**src/design/hsr_pkg.sv**
```systemverilog
// Package for the high-resolution status and identification register bank
`default_nettype none
package hsr_pkg;
   localparam int ADDR_W = 8;
   localparam int DATA_W = 8;
   localparam logic [7:0] OFF_RES_LSB = 8'h38;
   localparam logic [7:0] OFF_RES_MID = 8'h39;
   localparam logic [7:0] OFF_RES_MSB = 8'h3A;
   localparam logic [7:0] OFF_STATUS = 8'h3B;
   localparam logic [7:0] OFF_IRQ_STAT = 8'h3C;
   localparam logic [7:0] OFF_IRQ_MASK = 8'h3D;
   localparam logic [7:0] OFF_PART_REV = 8'h3E;
   localparam logic [7:0] OFF_FAMILY = 8'h3F;
   localparam int BIT_ZC = 4;
   localparam int BIT_OR = 3;
   localparam int BIT_UR = 2;
   localparam int BIT_OF = 1;
   localparam int BIT_PEND_N = 0;
   localparam logic [7:0] STATUS_RST = 8'h00;
   localparam logic [7:0] ZERO8 = 8'h00;
   // Interrupt bits: 0 new result, 1 error seen on a refresh
   localparam int IRQ_NEW = 0;
   localparam int IRQ_ERR = 1;
   localparam logic [1:0] IRQ_RST = 2'h0;
   localparam logic [23:0] RES_RST = 24'h000000;
   // Arbitrary neutral identity values
   localparam logic [4:0] PART_CODE = 5'h15;
   localparam logic [2:0] REV_CODE = 3'h5;
   localparam logic [7:0] FAMILY_CODE = 8'h5A;

   typedef struct packed {
      logic zero_count;
      logic over_range;
      logic under_range;
      logic overflow;
   } hsr_err_t;

   typedef struct packed {
      logic [23:0] data;
      hsr_err_t err;
   } hsr_result_t;
endpackage
`default_nettype wire

```
**src/design/hsr_regs.sv**
```systemverilog
// High-resolution conversion status, result and identification registers
//
// Contract
// - Zero-count flag, status bit 4, reports no sensor cycles counted.
// - Over-range flag, status bit 3, reports sensor above reference frequency.
// - Under-range flag, status bit 2, reports negative code from large offset.
// - Overflow flag, status bit 1, reports sensor too near reference frequency.
// - Error flags refresh only after reading the lowest result byte.
// - Each error flag reads 1 if it occurred for last result read.
// - Bit 0 goes low at conversion end, high again on low-byte read.
// - Revision register gives fixed part code 7:3 and revision 2:0.
// - Family register gives a fixed eight-bit family code.
`default_nettype none
module hsr_regs #(
   parameter int DATA_W = 8, // Register width
   parameter int ADDR_W = 8 // Address width
) (
   input wire logic clk_i, // 25 MHz clock
   input wire logic nrst_i, // Synchronous reset, active low
   input wire logic conv_done_i, // Conversion end pulse
   input wire hsr_pkg::hsr_result_t conv_result_i, // Result and errors, valid with done
   input wire logic [7:0] addr_i, // Register address
   input wire logic [7:0] wdata_i, // Write data
   input wire logic wr_i, // Write strobe
   input wire logic rd_i, // Read strobe
   output logic [7:0] rdata_o, // Read data, cycle after rd_i
   output logic irq_o // Level interrupt
);
   hsr_pkg::hsr_result_t latest_reg;
   logic [23:0] shown_reg;
   hsr_pkg::hsr_err_t err_reg;
   logic pend_n_reg;
   logic [1:0] irq_stat_reg;
   logic [1:0] irq_mask_reg;
   logic [23:0] upper_reg;
   logic [7:0] rdata_next;
   logic lsb_rd;
   logic [7:0] status_val;
   logic [1:0] irq_set;

   // Map and ports are byte wide; other widths are not served
   if (DATA_W != hsr_pkg::DATA_W) begin : g_bad_data_w
      $error("hsr_regs serves only an eight-bit data width");
   end
   if (ADDR_W != hsr_pkg::ADDR_W) begin : g_bad_addr_w
      $error("hsr_regs serves only an eight-bit address width");
   end

   assign lsb_rd = rd_i && (addr_i == hsr_pkg::OFF_RES_LSB);

   // Newest conversion, held until the next conversion end
   always_ff @(posedge clk_i) begin
      if (!nrst_i) begin
         latest_reg <= '{data: hsr_pkg::RES_RST, err: '0};
      end else if (conv_done_i) begin
         latest_reg <= conv_result_i;
      end
   end

   // Low-byte read snapshots data and errors so mid and high stay coherent
   always_ff @(posedge clk_i) begin
      if (!nrst_i) begin
         shown_reg <= hsr_pkg::RES_RST;
         err_reg <= '0;
      end else if (lsb_rd) begin
         shown_reg <= latest_reg.data;
         err_reg <= latest_reg.err;
      end
   end

   // Conversion end wins over a same-cycle low-byte read
   // Reset value follows the status reset word, so bit 0 starts low
   always_ff @(posedge clk_i) begin
      if (!nrst_i) begin
         pend_n_reg <= hsr_pkg::STATUS_RST[hsr_pkg::BIT_PEND_N];
      end else if (conv_done_i) begin
         pend_n_reg <= 1'b0;
      end else if (lsb_rd) begin
         pend_n_reg <= 1'b1;
      end
   end

   assign status_val = {3'b000, err_reg.zero_count, err_reg.over_range,
                        err_reg.under_range, err_reg.overflow, pend_n_reg};

   assign irq_set[hsr_pkg::IRQ_NEW] = conv_done_i;
   assign irq_set[hsr_pkg::IRQ_ERR] = lsb_rd && (latest_reg.err != '0);

   // Sticky events, write one to clear; a new event beats the clear
   always_ff @(posedge clk_i) begin
      if (!nrst_i) begin
         irq_stat_reg <= hsr_pkg::IRQ_RST;
      end else begin
         irq_stat_reg <= (irq_stat_reg & ~((wr_i && addr_i == hsr_pkg::OFF_IRQ_STAT)
                         ? wdata_i[1:0] : 2'h0)) | irq_set;
      end
   end

   always_ff @(posedge clk_i) begin
      if (!nrst_i) begin
         irq_mask_reg <= hsr_pkg::IRQ_RST;
      end else if (wr_i && addr_i == hsr_pkg::OFF_IRQ_MASK) begin
         irq_mask_reg <= wdata_i[1:0];
      end
   end

   always_ff @(posedge clk_i) begin
      if (!nrst_i) begin
         irq_o <= 1'b0;
      end else begin
         irq_o <= |(irq_stat_reg & irq_mask_reg);
      end
   end

   // Mid and high bytes serve from the snapshot
   // Only 0x3C and 0x3D decode writes; status and codes ignore them
   always_comb begin
      rdata_next = hsr_pkg::ZERO8;
      case (addr_i)
         hsr_pkg::OFF_RES_LSB: rdata_next = latest_reg.data[7:0];
         hsr_pkg::OFF_RES_MID: rdata_next = shown_reg[15:8];
         hsr_pkg::OFF_RES_MSB: rdata_next = shown_reg[23:16];
         hsr_pkg::OFF_STATUS: rdata_next = status_val;
         hsr_pkg::OFF_IRQ_STAT: rdata_next = {6'h00, irq_stat_reg};
         hsr_pkg::OFF_IRQ_MASK: rdata_next = {6'h00, irq_mask_reg};
         hsr_pkg::OFF_PART_REV: rdata_next = {hsr_pkg::PART_CODE, hsr_pkg::REV_CODE};
         hsr_pkg::OFF_FAMILY: rdata_next = hsr_pkg::FAMILY_CODE;
         default: rdata_next = hsr_pkg::ZERO8;
      endcase
   end

   // Data stand only in the cycle after the read strobe
   always_ff @(posedge clk_i) begin
      if (!nrst_i) begin
         rdata_o <= hsr_pkg::ZERO8;
      end else if (rd_i) begin
         rdata_o <= rdata_next;
      end else begin
         rdata_o <= hsr_pkg::ZERO8;
      end
   end

   // Helper: previous strobe state for assertions
   logic prev_rd_reg;
   logic [7:0] prev_addr_reg;
   always_ff @(posedge clk_i) begin
      if (!nrst_i) begin
         prev_rd_reg <= 1'b0;
         prev_addr_reg <= hsr_pkg::ZERO8;
      end else begin
         prev_rd_reg <= rd_i;
         prev_addr_reg <= addr_i;
      end
   end

   AST_ERR_REFRESH: assert property (@(posedge clk_i) disable iff (!nrst_i)
      !lsb_rd |=> $stable(err_reg)) else $error("error flags changed without low-byte read");

   AST_ZC_FLAG: assert property (@(posedge clk_i) disable iff (!nrst_i)
      lsb_rd && latest_reg.err.zero_count |=> status_val[hsr_pkg::BIT_ZC])
      else $error("zero-count flag not set");

   AST_OR_FLAG: assert property (@(posedge clk_i) disable iff (!nrst_i)
      lsb_rd |=> status_val[hsr_pkg::BIT_OR] == $past(latest_reg.err.over_range))
      else $error("over-range flag wrong");

   AST_UR_FLAG: assert property (@(posedge clk_i) disable iff (!nrst_i)
      lsb_rd |=> status_val[hsr_pkg::BIT_UR] == $past(latest_reg.err.under_range))
      else $error("under-range flag wrong");

   AST_OF_FLAG: assert property (@(posedge clk_i) disable iff (!nrst_i)
      lsb_rd && !latest_reg.err.overflow |=> !status_val[hsr_pkg::BIT_OF])
      else $error("overflow flag wrong");

   AST_ERR_CLEAR: assert property (@(posedge clk_i) disable iff (!nrst_i)
      lsb_rd && latest_reg.err == '0 |=> status_val[4:1] == 4'h0)
      else $error("error flags not cleared for clean result");

   AST_PEND_LOW: assert property (@(posedge clk_i) disable iff (!nrst_i)
      conv_done_i |=> !pend_n_reg ##1 (!pend_n_reg || $past(lsb_rd)))
      else $error("pending flag not held low after conversion");

   AST_PEND_HIGH: assert property (@(posedge clk_i) disable iff (!nrst_i)
      lsb_rd && !conv_done_i |=> pend_n_reg) else $error("pending flag not released");

   AST_UNUSED_BITS: assert property (@(posedge clk_i) disable iff (!nrst_i)
      prev_rd_reg && prev_addr_reg == hsr_pkg::OFF_STATUS |-> rdata_o[7:5] == 3'b000)
      else $error("unused status bits not zero");

   AST_REV_READ: assert property (@(posedge clk_i) disable iff (!nrst_i)
      rd_i && addr_i == hsr_pkg::OFF_PART_REV
      |=> rdata_o == {hsr_pkg::PART_CODE, hsr_pkg::REV_CODE})
      else $error("revision register wrong");

   AST_FAMILY_READ: assert property (@(posedge clk_i) disable iff (!nrst_i)
      rd_i && addr_i == hsr_pkg::OFF_FAMILY |=> rdata_o == hsr_pkg::FAMILY_CODE)
      else $error("family register wrong");

   AST_WRITE_IGNORED: assert property (@(posedge clk_i) disable iff (!nrst_i)
      wr_i && !rd_i && !conv_done_i |=> $stable(status_val))
      else $error("write changed status");

   AST_IRQ_LEVEL: assert property (@(posedge clk_i) disable iff (!nrst_i)
      |(irq_stat_reg & irq_mask_reg) |=> irq_o) else $error("interrupt not raised");

   AST_ZC_CLEAR: assert property (@(posedge clk_i) disable iff (!nrst_i)
      lsb_rd && !latest_reg.err.zero_count |=> !status_val[hsr_pkg::BIT_ZC])
      else $error("zero-count flag set for clean result");

   AST_OR_SET: assert property (@(posedge clk_i) disable iff (!nrst_i)
      lsb_rd && latest_reg.err.over_range |=> status_val[hsr_pkg::BIT_OR])
      else $error("over-range flag not set");

   AST_UR_SET: assert property (@(posedge clk_i) disable iff (!nrst_i)
      lsb_rd && latest_reg.err.under_range |=> status_val[hsr_pkg::BIT_UR])
      else $error("under-range flag not set");

   AST_OF_SET: assert property (@(posedge clk_i) disable iff (!nrst_i)
      lsb_rd && latest_reg.err.overflow |=> status_val[hsr_pkg::BIT_OF])
      else $error("overflow flag not set");

   AST_ZC_HOLD: assert property (@(posedge clk_i) disable iff (!nrst_i)
      !lsb_rd |=> $stable(err_reg.zero_count))
      else $error("zero-count flag moved without low-byte read");

   AST_OR_HOLD: assert property (@(posedge clk_i) disable iff (!nrst_i)
      !lsb_rd |=> $stable(err_reg.over_range))
      else $error("over-range flag moved without low-byte read");

   AST_UR_HOLD: assert property (@(posedge clk_i) disable iff (!nrst_i)
      !lsb_rd |=> $stable(err_reg.under_range))
      else $error("under-range flag moved without low-byte read");

   AST_OF_HOLD: assert property (@(posedge clk_i) disable iff (!nrst_i)
      !lsb_rd |=> $stable(err_reg.overflow))
      else $error("overflow flag moved without low-byte read");

   AST_ERR_SNAPSHOT: assert property (@(posedge clk_i) disable iff (!nrst_i)
      lsb_rd |=> err_reg == $past(latest_reg.err))
      else $error("error flags do not match result read");

   AST_PEND_CONV: assert property (@(posedge clk_i) disable iff (!nrst_i)
      conv_done_i |=> !pend_n_reg)
      else $error("pending flag not low after conversion");

   AST_PEND_STAY: assert property (@(posedge clk_i) disable iff (!nrst_i)
      !pend_n_reg && !lsb_rd |=> !pend_n_reg)
      else $error("pending flag released without low-byte read");

   AST_PEND_IDLE: assert property (@(posedge clk_i) disable iff (!nrst_i)
      pend_n_reg && !conv_done_i |=> pend_n_reg)
      else $error("pending flag dropped without conversion");

   AST_STATUS_READ: assert property (@(posedge clk_i) disable iff (!nrst_i)
      prev_rd_reg && prev_addr_reg == hsr_pkg::OFF_STATUS |-> rdata_o == $past(status_val))
      else $error("status read data wrong");

   AST_LSB_READ: assert property (@(posedge clk_i) disable iff (!nrst_i)
      rd_i && addr_i == hsr_pkg::OFF_RES_LSB |=> rdata_o == $past(latest_reg.data[7:0]))
      else $error("low byte read data wrong");

   AST_MID_READ: assert property (@(posedge clk_i) disable iff (!nrst_i)
      rd_i && addr_i == hsr_pkg::OFF_RES_MID |=> rdata_o == $past(shown_reg[15:8]))
      else $error("mid byte read data wrong");

   AST_MSB_READ: assert property (@(posedge clk_i) disable iff (!nrst_i)
      rd_i && addr_i == hsr_pkg::OFF_RES_MSB |=> rdata_o == $past(shown_reg[23:16]))
      else $error("high byte read data wrong");

   AST_SNAP_HOLD: assert property (@(posedge clk_i) disable iff (!nrst_i)
      !lsb_rd |=> $stable(shown_reg))
      else $error("result snapshot moved without low-byte read");

   AST_SNAP_LOAD: assert property (@(posedge clk_i) disable iff (!nrst_i)
      lsb_rd |=> shown_reg == $past(latest_reg.data))
      else $error("result snapshot not loaded");

   AST_RDATA_IDLE: assert property (@(posedge clk_i) disable iff (!nrst_i)
      !rd_i |=> rdata_o == hsr_pkg::ZERO8)
      else $error("read data not zero outside read");

   AST_UNMAPPED_READ: assert property (@(posedge clk_i) disable iff (!nrst_i)
      rd_i && addr_i > hsr_pkg::OFF_FAMILY |=> rdata_o == hsr_pkg::ZERO8)
      else $error("unmapped read not zero");

   AST_WRITE_PEND: assert property (@(posedge clk_i) disable iff (!nrst_i)
      wr_i && !rd_i && !conv_done_i |=> $stable(pend_n_reg))
      else $error("write changed pending flag");

   AST_WRITE_SNAP: assert property (@(posedge clk_i) disable iff (!nrst_i)
      wr_i && !rd_i |=> $stable(shown_reg))
      else $error("write changed result snapshot");

   AST_LATEST_HOLD: assert property (@(posedge clk_i) disable iff (!nrst_i)
      !conv_done_i |=> $stable(latest_reg))
      else $error("newest result moved without conversion");

   AST_MASK_HOLD: assert property (@(posedge clk_i) disable iff (!nrst_i)
      !(wr_i && addr_i == hsr_pkg::OFF_IRQ_MASK) |=> $stable(irq_mask_reg))
      else $error("interrupt mask moved without write");

   AST_MASK_LOAD: assert property (@(posedge clk_i) disable iff (!nrst_i)
      wr_i && addr_i == hsr_pkg::OFF_IRQ_MASK |=> irq_mask_reg == $past(wdata_i[1:0]))
      else $error("interrupt mask not loaded");

   AST_IRQ_NEW_SET: assert property (@(posedge clk_i) disable iff (!nrst_i)
      conv_done_i |=> irq_stat_reg[hsr_pkg::IRQ_NEW])
      else $error("new-result event not recorded");

   AST_IRQ_ERR_SET: assert property (@(posedge clk_i) disable iff (!nrst_i)
      lsb_rd && latest_reg.err != '0 |=> irq_stat_reg[hsr_pkg::IRQ_ERR])
      else $error("error event not recorded");

   AST_IRQ_LOW: assert property (@(posedge clk_i) disable iff (!nrst_i)
      !(|(irq_stat_reg & irq_mask_reg)) |=> !irq_o)
      else $error("interrupt raised with nothing pending");

   AST_IRQ_CLEAR: assert property (@(posedge clk_i) disable iff (!nrst_i)
      wr_i && addr_i == hsr_pkg::OFF_IRQ_STAT && wdata_i[0] && !conv_done_i
      |=> !irq_stat_reg[hsr_pkg::IRQ_NEW])
      else $error("new-result event not cleared");

   AST_NEW_STICKY: assert property (@(posedge clk_i) disable iff (!nrst_i)
      irq_stat_reg[hsr_pkg::IRQ_NEW] && !(wr_i && addr_i == hsr_pkg::OFF_IRQ_STAT && wdata_i[0])
      |=> irq_stat_reg[hsr_pkg::IRQ_NEW])
      else $error("new-result event lost");

   AST_ERR_STICKY: assert property (@(posedge clk_i) disable iff (!nrst_i)
      irq_stat_reg[hsr_pkg::IRQ_ERR] && !(wr_i && addr_i == hsr_pkg::OFF_IRQ_STAT && wdata_i[1])
      |=> irq_stat_reg[hsr_pkg::IRQ_ERR])
      else $error("error event lost");

   AST_NEW_QUIET: assert property (@(posedge clk_i) disable iff (!nrst_i)
      !irq_stat_reg[hsr_pkg::IRQ_NEW] && !conv_done_i |=> !irq_stat_reg[hsr_pkg::IRQ_NEW])
      else $error("spurious new-result event");

   AST_ERR_QUIET: assert property (@(posedge clk_i) disable iff (!nrst_i)
      !irq_stat_reg[hsr_pkg::IRQ_ERR] && !lsb_rd |=> !irq_stat_reg[hsr_pkg::IRQ_ERR])
      else $error("spurious error event");
endmodule // hsr_regs
`default_nettype wire

```
**config.mk**
```make
export PLATFORM = sky130hd
export DESIGN_NAME = hsr_regs
export DESIGN_NICKNAME = d
export VERILOG_FILES = /design/src/design/hsr_pkg.sv /design/src/design/hsr_regs.sv
export SDC_FILE = /design/constraint.sdc
export NUM_CORES = 1
export LEC_CHECK = 0
export ABC_AREA = 1
export ABC_CLOCK_PERIOD_IN_PS = 3300
export BUFFER_PORTS_ARGS = -buffer_cell sky130_fd_sc_hd__buf_2
export CAP_MARGIN = 20
export CORE_MARGIN = 8
export CORE_UTILIZATION = 45
export CTS_CLUSTER_SIZE = 40
export DETAILED_ROUTE_END_ITERATION = 10
export HOLD_SLACK_MARGIN = 0.02
export PLACE_DENSITY_LB_ADDON = 0.2
export SLEW_MARGIN = 20
export SYNTH_ARGS = -nofsm -noshare
export SYNTH_HDL_FRONTEND = slang
export SYNTH_SLANG_ARGS = --single-unit
```
**constraint.sdc**
```tcl
create_clock -name clk_i -period 3.3 [get_ports clk_i]
set_input_delay 0.33 -clock clk_i [delete_from_list [all_inputs] [get_ports clk_i]]
set_output_delay 0.33 -clock clk_i [all_outputs]
set_load 0.01 [all_outputs]
```
==> metrics.csv, run 1 <==
stage,metric,value,unit
status,status,"finished, final reports clean",
synth,synth warn,0,
layout,# diodes,0,
layout,share of post-route cells with drive strength above 1,21.6,%
drt,total routed wirelength,6.10,mm
layout,"non-filler cells, final",460,
worst_hold_path,min-delay src,conv_result_i[10],
clock_network,Worst-path clk slew,0.06,ns
timing,slew margin rel.,34.7,%
power,maximum vdd drop,0.227,mV
synth,Cell variety after synth,23,
clock_network,number of setup buffers added after CTS,0,
clock_network,Clock Path Buffers,2,
layout,max FFs per register,28,
clock_network,CTS resizes,0,
timing,final setup vio count,0,
place,Placed Cells,445,
clock_network,Sink Count,62,
power,PnR Total Power,1.47,mW
layout,Finished Core Util,54.8,%
critical_path,CP max-delay cell,nor3_4,
synth,commonest register cell after synthesis,dfxtp_1,
synth,top post-synthesis cells by count,"dfxtp_1, nor2_1, o21ai_0",
global_routing,GRT busiest layer,met2,
power,P_leak,1.34,nW
place,HPWL Detailed,4.43,mm
die,FP Rows,27,
clock_network,clock root buffer,clkbuf_8,
power,pwr/cell area,483,mW/mm^2
critical_path,cell family with most CP delay,simple AND/OR/NAND/NOR gates,
synth,Area contributors post-synth,"dfxtp_1, o21ai_0, nor2_1",
synth,ys async rst share,0,%
timing,Slew Limit Fails,0,
critical_path,crit-path max cell delay,0.60,ns
synth,syn_area_per_cell,7.73,sq um
critical_path,Reg2Reg Depth,4,
worst_hold_path,min-delay worst type,in2reg,
critical_path,crit-path max FO,37,
timing,RSZ-0062 raised after global routing,false,
global_routing,GR Util All Layers,15.0,%
drt,DRT antenna net count,0,
synth,Yosys reg bits,62,
synth,Mapped Area,0.00260,sq mm
global_routing,vias in the first global route,2278,
layout,Layout Nets,433,
layout,fin area,0.00303,sq mm
clock_network,TritonCTS buffer count,9,
critical_path,CP Class,in2reg,
critical_path,R2R Setup Slk,2.47,ns
synth,post-synthesis sequential area ratio,47.7,%
die,die area,0.00848,sq mm
synth,synthesized instance count,337,
global_routing,initial antenna violation count,0,
clock_network,CTS tree,yes,
timing,worst hold slack,0.222,ns
critical_path,origin of the worst setup path,addr_i[6],
critical_path,crit path buf inv count,2,
drt,# DRC,0,
global_routing,met1 Usage GRT,19.1,%
global_routing,GR Overflow Total,0,
layout,Fillers,572,
timing,Fmax,591,MHz
die,die width,92.1,um
critical_path,RR Endpoint,irq_stat_reg[1],
timing,min Tclk post-route,1.69,ns
drt,Avg WL per Cell,13.3,um
global_routing,largest net degree at the start of global routing,48,
drt,detailed router's first-iteration violation count,151,
timing,actual slew at the worst max-slew pin,0.978,ns
timing,skew final,0.00680,ns
die,core footprint,0.00554,sq mm
global_routing,M3 GR Usage,6.03,%
place,dpl cell area,0.00287,sq mm
synth,top cell type's share of synthesized area,47.7,%
critical_path,Worst EP required,3.48,ns
synth,most common cell in the netlist,dfxtp_1,
clock_network,Worst-Skew Late Latency,0.33,ns
timing,fin crit share,51.3,%
die,Die Height,92.1,um
synth,Synthesized Nets,386,
critical_path,R2R Path Start,latest_reg[3],
layout,Reg area,0.00124,sq mm
synth,leading area contributor after synthesis,dfxtp_1,
place,placer congestion estimate,0.854,
drt,via count,2291,
critical_path,worst path arrival time,1.88,ns
critical_path,type of origin of the critical path,primary input,
timing,final hold vios,0,
global_routing,first-pass GRT wire length,10.4,mm
place,Port Buf Inserts,51,
drt,DR vias/cell,4.98,
die,I/O pins,58,
layout,area growth from synthesis to layout,16.5,%
timing,Final WS setup,1.61,ns
critical_path,Critical Path Sink Type,flop,
worst_hold_path,worst hold stages,3,
worst_hold_path,Hold Path End,latest_reg[10],
timing,final setup TNS,0,ns
synth,Post-synth EDFFs,0,
critical_path,worst-path cell chain,buf_2 > inv_1 > nand2_1 > nor2_8 > nand2_2 > nor3_4 > a21oi_1,
layout,multi-input logic area,0.00117,sq mm
place,Place WS,1.25,ns
clock_network,CTS HTree Levels,3,
clock_network,"Hold-fix buffers, CTS",0,
die,Initial Utilization,47.0,%
drt,Pre-antenna DRT Iters,4,
global_routing,GR Layer Usage met2,21.8,%
job,max-cap viol count,0,
[area by class of cell]
class | instances | share of cell area, %
clock buffers | 14 | 5.36
well taps | 72 | 2.97
clock inverters | 1 | 0.165
flip-flops and latches | 62 | 40.9
inverters | 28 | 3.46
multi-input cells | 231 | 38.5
repair buffers | 52 | 8.66
[worst max path at each step]
| stage | slack, ns | to | cells past startpoint |
|---|---|---|---|
| floorplan | 2.04 | shown_reg[18] | 7 |
| global placement | 1.28 | shown_reg[18] | 7 |
| detailed placement | 1.25 | shown_reg[16] | 7 |
| CTS | 1.60 | shown_reg[16] | 7 |
| global route | 1.42 | shown_reg[16] | 7 |
| finish | 1.61 | shown_reg[18] | 7 |
[cell usage in the layout, fill, tap and decap left out]
cell type	instances
inv_2	2
nand2_2	2
nor2_8	3
buf_4	1
o21ai_1	11
inv_1	25
dfxtp_1	62
nand4_1	2
buf_2	51
clkbuf_1	3
clkinv_1	1
nor3_4	1
clkinv_2	1
clkbuf_8	11
o21ai_0	42
a21oi_2	9
nand3b_1	1
a21oi_1	32
nor2_1	53
nand3_1	39
nand2_1	31
and2_1	2
o21ai_2	1
nand2_4	2
[per-layer routing]
metal / wire length, um / vias up
li1: - / 1217
met2: 2560 / 64
met3: 470 / 9
met1: 2990 / 1001
met4: 81 / 0
met5: 0 / -
[report_power, final]
part	internal, mW	switching (mW)	total [mW]	leakage (nW)
Sequential	0.774	0.0112	0.785	0.507
Clock	0.309	0.260	0.570	0.0865
Combinational	0.0398	0.0710	0.111	0.746
[worst register-to-register path: cells and delay by family, from the launching register on]
family / cells / cell delay, ns
buffers and inverters: 1 / 0.13
and+or+nand+nor: 1 / 0.11
AOI/OAI and AO/OA: 2 / 0.18
DFF: 1 / 0.30
[cells by family after synthesis]
| kind of cell | share of synthesized area (%) |
|---|---|
| and+or+nand+nor | 25.1 |
| AOI/OAI and AO/OA | 19.7 |
| DFF | 47.7 |
| buffers and inverters | 7.50 |
Power figures use the tool's default switching activity.
==> run 2, diff against run 1 <==
--- a/config.mk
+++ b/config.mk
@@ -5,8 +5,8 @@
 export SDC_FILE = /design/constraint.sdc
 export NUM_CORES = 1
 export LEC_CHECK = 0
-export ABC_AREA = 1
-export ABC_CLOCK_PERIOD_IN_PS = 3300
+export ABC_AREA = 0
+export ABC_CLOCK_PERIOD_IN_PS = 1450
 export BUFFER_PORTS_ARGS = -buffer_cell sky130_fd_sc_hd__buf_2
 export CAP_MARGIN = 20
 export CORE_MARGIN = 8
==> constraint.sdc (replaced) <==
create_clock -name clk_i -period 1.45 [get_ports clk_i]
set_input_delay 0.145 -clock clk_i [delete_from_list [all_inputs] [get_ports clk_i]]
set_output_delay 0.145 -clock clk_i [all_outputs]
set_load 0.01 [all_outputs]
==> run 2 against run 1 <==
Against the previous run:
- core utilization grew 2.6 points
- synthesized cell count is 17% lower
- global-route usage fell by 0.60 points
- flip-flop and latch count did not move
- combinational power grew to 2.7 times the previous value
- first-iteration DRC count down 41%
- register-to-register slack got worse by 2.2 ns
- area after synthesis rose by 0.24%
- routed wire length down 7.8%
- count of clock-buffer cells in the layout decreased by 2
- worst setup slack got worse by 1.3 ns
- total power increased to 2.5 times the previous value
- largest cell class is now multi-input combinational cells
- largest power group unchanged
- highest routed layer unchanged
==> metrics.csv, run 2 <==
stage,metric,value,unit,change
power,cell-internal power,2.92,mW,was 1.12 mW
clock_network,Worst-Skew Late Latency,0.33,ns,about the same
global_routing,M3 GR Usage,5.38,%,was 6.03%
drt,DR vias/cell,5.16,,was 4.98
synth,syn_area_per_cell,9.29,sq um,was 7.73 sq um
global_routing,met1 Usage GRT,16.6,%,was 19.1%
drt,total routed wirelength,5.63,mm,was 6.10 mm
global_routing,largest net degree at the start of global routing,49,,was 48
die,Initial Utilization,47.1,%,was 47.0%
layout,Layout Nets,379,,was 433
synth,synth warn,0,,unchanged
critical_path,crit-path max FO,2,,was 37
power,Combinational Power Share,8.2,%,was 7.6%
timing,actual slew at the worst max-slew pin,0.416,ns,was 0.978 ns
layout,"most common cell after layout, fill and taps aside",dfxtp_1,,unchanged
synth,Mapped Area,0.00261,sq mm,was 0.00260 sq mm
global_routing,vias in the first global route,2142,,was 2278
global_routing,GR Util All Layers,14.4,%,was 15.0%
clock_network,Clock Path Buffers,2,,unchanged
global_routing,first-pass GRT wire length,9.83,mm,was 10.4 mm
synth,synthesized instance count,281,,was 337
worst_hold_path,Hold Path End,irq_mask_reg[1],,was latest_reg[10]
layout,most frequent cells in the layout,"dfxtp_1, buf_2, mux2i_1, nor2b_1",,"was dfxtp_1, nor2_1, buf_2, o21ai_0, nand3_1"
place,HPWL Detailed,3.96,mm,was 4.43 mm
synth,Synthesized Nets,330,,was 386
status,status,"finished, final reports clean",,unchanged
critical_path,R2R Setup Slk,0.27,ns,was 2.47 ns
die,I/O pins,58,,unchanged
critical_path,worst path arrival time,1.46,ns,was 1.88 ns
timing,worst hold slack,0.0500,ns,was 0.222 ns
die,FP Rows,27,,unchanged
synth,post-synthesis sequential area ratio,47.6,%,was 47.7%
power,Switching Share,21.5,%,was 23.4%
clock_network,Worst-path clk slew,0.06,ns,about the same
timing,final setup vio count,0,,unchanged
clock_network,CTS tree,yes,,unchanged
clock_network,TritonCTS buffer count,9,,unchanged
synth,leading area contributor after synthesis,dfxtp_1,,unchanged
drt,Pre-antenna DRT Iters,4,,unchanged
critical_path,type of origin of the critical path,flop,,was primary input
clock_network,CTS HTree Levels,3,,unchanged
clock_network,Sink Count,62,,unchanged
layout,area growth from synthesis to layout,21.8,%,was 16.5%
timing,Slew Limit Fails,0,,unchanged
timing,fin crit share,81.7,%,
clock_network,clock root buffer,clkbuf_8,,unchanged
worst_hold_path,min-delay worst type,in2reg,,unchanged
synth,most common cell in the netlist,dfxtp_1,,unchanged
job,max-cap viol count,0,,unchanged
clock_network,CTS resizes,0,,unchanged
power,pwr/cell area,1170,mW/mm^2,was 483 mW/mm^2
layout,share of post-route cells with drive strength above 1,24.8,%,was 21.6%
synth,top post-synthesis cells by count,"dfxtp_1, mux2i_1, nor2b_1",,"was dfxtp_1, nor2_1, o21ai_0"
place,Port Buf Inserts,51,,unchanged
global_routing,GR Layer Usage met2,23.2,%,was 21.8%
timing,RSZ-0062 raised after global routing,false,,unchanged
layout,Fillers,519,,was 572
synth,Post-synth EDFFs,0,,unchanged
timing,min Tclk post-route,1.18,ns,
critical_path,Worst EP required,1.72,ns,was 3.48 ns
timing,skew final,0.00497,ns,was 0.00680 ns
synth,Cell variety after synth,38,,was 23
power,maximum vdd drop,0.812,mV,was 0.227 mV
timing,Fmax,844,MHz,
drt,via count,2102,,was 2291
timing,final setup TNS,0,ns,unchanged
worst_hold_path,min-delay src,wdata_i[1],,was conv_result_i[10]
die,die area,0.00849,sq mm,was 0.00848 sq mm
critical_path,CP Class,reg2reg,,was in2reg
global_routing,GR Overflow Total,0,,unchanged
die,die width,92.2,um,was 92.1 um
worst_hold_path,worst hold stages,3,,unchanged
power,P_leak,1.33,nW,was 1.34 nW
drt,# DRC,0,,unchanged
place,placer congestion estimate,0.788,,was 0.854
power,Clock power frac,43.8,%,was 38.9%
drt,DRT antenna net count,0,,unchanged
critical_path,R2R Path Start,latest_reg[9],,was latest_reg[3]
critical_path,worst-path cell chain,or3b_2 > a21oi_1 > a31oi_1 > nor2_1,,was buf_2 > inv_1 > nand2_1 > nor2_8 > nand2_2 > nor3_4 > a21oi_1
synth,Yosys reg bits,62,,unchanged
synth,top cell type's share of synthesized area,47.6,%,was 47.7%
critical_path,CP max-delay cell,or3b_2,,was nor3_4
drt,Avg WL per Cell,13.8,um,was 13.3 um
synth,commonest register cell after synthesis,dfxtp_1,,unchanged
critical_path,cell family with most CP delay,simple AND/OR/NAND/NOR gates,,unchanged
critical_path,instance count on the critical path,4,,was 7
critical_path,Reg2Reg Depth,4,,unchanged
global_routing,GRT busiest layer,met2,,unchanged
layout,# diodes,0,,unchanged
critical_path,crit-path max cell delay,0.45,ns,was 0.60 ns
synth,ys async rst share,0,%,unchanged
die,core footprint,0.00554,sq mm,unchanged
power,switching power,0.797,mW,was 0.343 mW
timing,slew margin rel.,72.0,%,was 34.7%
critical_path,crit path buf inv count,0,,was 2
power,sequential power share,48.0,%,was 53.6%
timing,final hold vios,0,,unchanged
die,Die Height,92.2,um,was 92.1 um
critical_path,Critical Path Sink Type,flop,,unchanged
drt,detailed router's first-iteration violation count,89,,was 151
global_routing,initial antenna violation count,0,,unchanged
layout,max FFs per register,28,,unchanged
critical_path,RR Endpoint,rdata_o[5],,was irq_stat_reg[1]
synth,Area contributors post-synth,"dfxtp_1, mux2i_1, nor2b_1",,"was dfxtp_1, o21ai_0, nor2_1"
==> run 2: cell count changes after synthesis, sizes merged, moves of 23 or more <==
cell   previous run  this run
a21oi            41         7
inv              27         4
mux2i             0        34
nor2             56        12
nor2b             0        30
o21ai            54        28
==> run 2: cell type report <==
cell class              count  area (sq um)  area share, %
clock inverters             4          70.1           2.20
inverters                   4          15.0          0.472
multi-input cells         193          1240           39.1
well taps                  72          90.1           2.83
flip-flops and latches     62          1240           39.0
repair buffers             60           375           11.8
clock buffers              12           145           4.57
==> run 2: metrics by stage <==
step                      power, mW  utilization (%)  cell area [sq um]  setup slack, ns  instances
final                          3.71             57.4               3180            0.265        407
after global routing           3.87             57.4               3180            0.152        407
after CTS                      3.74             57.4               3180            0.256        407
after detailed placement       2.12             53.3               2950           0.0615        390
after global placement         2.12             53.3               2950           0.0637        390
after floorplan                2.00                -               2610            0.222        281
==> run 2: how the worst max path moves through the flow <==
stage | from | to | slack [ns]
after floorplan | addr_i[7] | shown_reg[15] | 0.22
after global placement | addr_i[7] | irq_stat_reg[1] | 0.06
after detailed placement | addr_i[7] | irq_mask_reg[1] | 0.06
after CTS | latest_reg[9] | rdata_o[5] | 0.26
after global routing | latest_reg[11] | rdata_o[7] | 0.15
final | latest_reg[9] | rdata_o[5] | 0.27
==> run 2: worst min-delay path: stages <==
cell,delay (ns)
buf_2,0.09
nand3_1,0.05
o21ai_0,0.06
==> run 2: cells by family (layout without fill, tap and decap cells) <==
| group | count (synthesis) | count (layout) | synth area share (%) |
|---|---|---|---|
| AO/OA/AOI/OAI | 50 | 50 | 11.1 |
| AND/OR/NAND/NOR | 107 | 107 | 22.6 |
| multiplexers | 36 | 36 | 13.9 |
| buffers and inverters | 26 | 80 | 4.84 |
| flip-flops | 62 | 62 | 47.6 |
==> run 2: timing repair <==
item | in CTS | in global routing
endpoints found under the hold margin | 1 | 0
hold buffers | 1 | 0
buffers inserted | 0 | 0
==> run 2: power groups by stage <==
| stage | registers [mW] | logic, mW | clock network, mW |
|---|---|---|---|
| after global placement | 1.82 | 0.300 | 0 |
| after CTS | 1.78 | 0.307 | 1.66 |
| after detailed placement | 1.82 | 0.304 | 0 |
| final | 1.78 | 0.305 | 1.63 |
| after global routing | 1.79 | 0.339 | 1.74 |
| after floorplan | 1.81 | 0.193 | 0 |
==> run 2: routing by layer <==
layer  part of all wire (%)  wire (um)
met5                      0          0
met2                     46       2590
met3                    7.5        420
met1                     45       2530
met4                    1.6         92
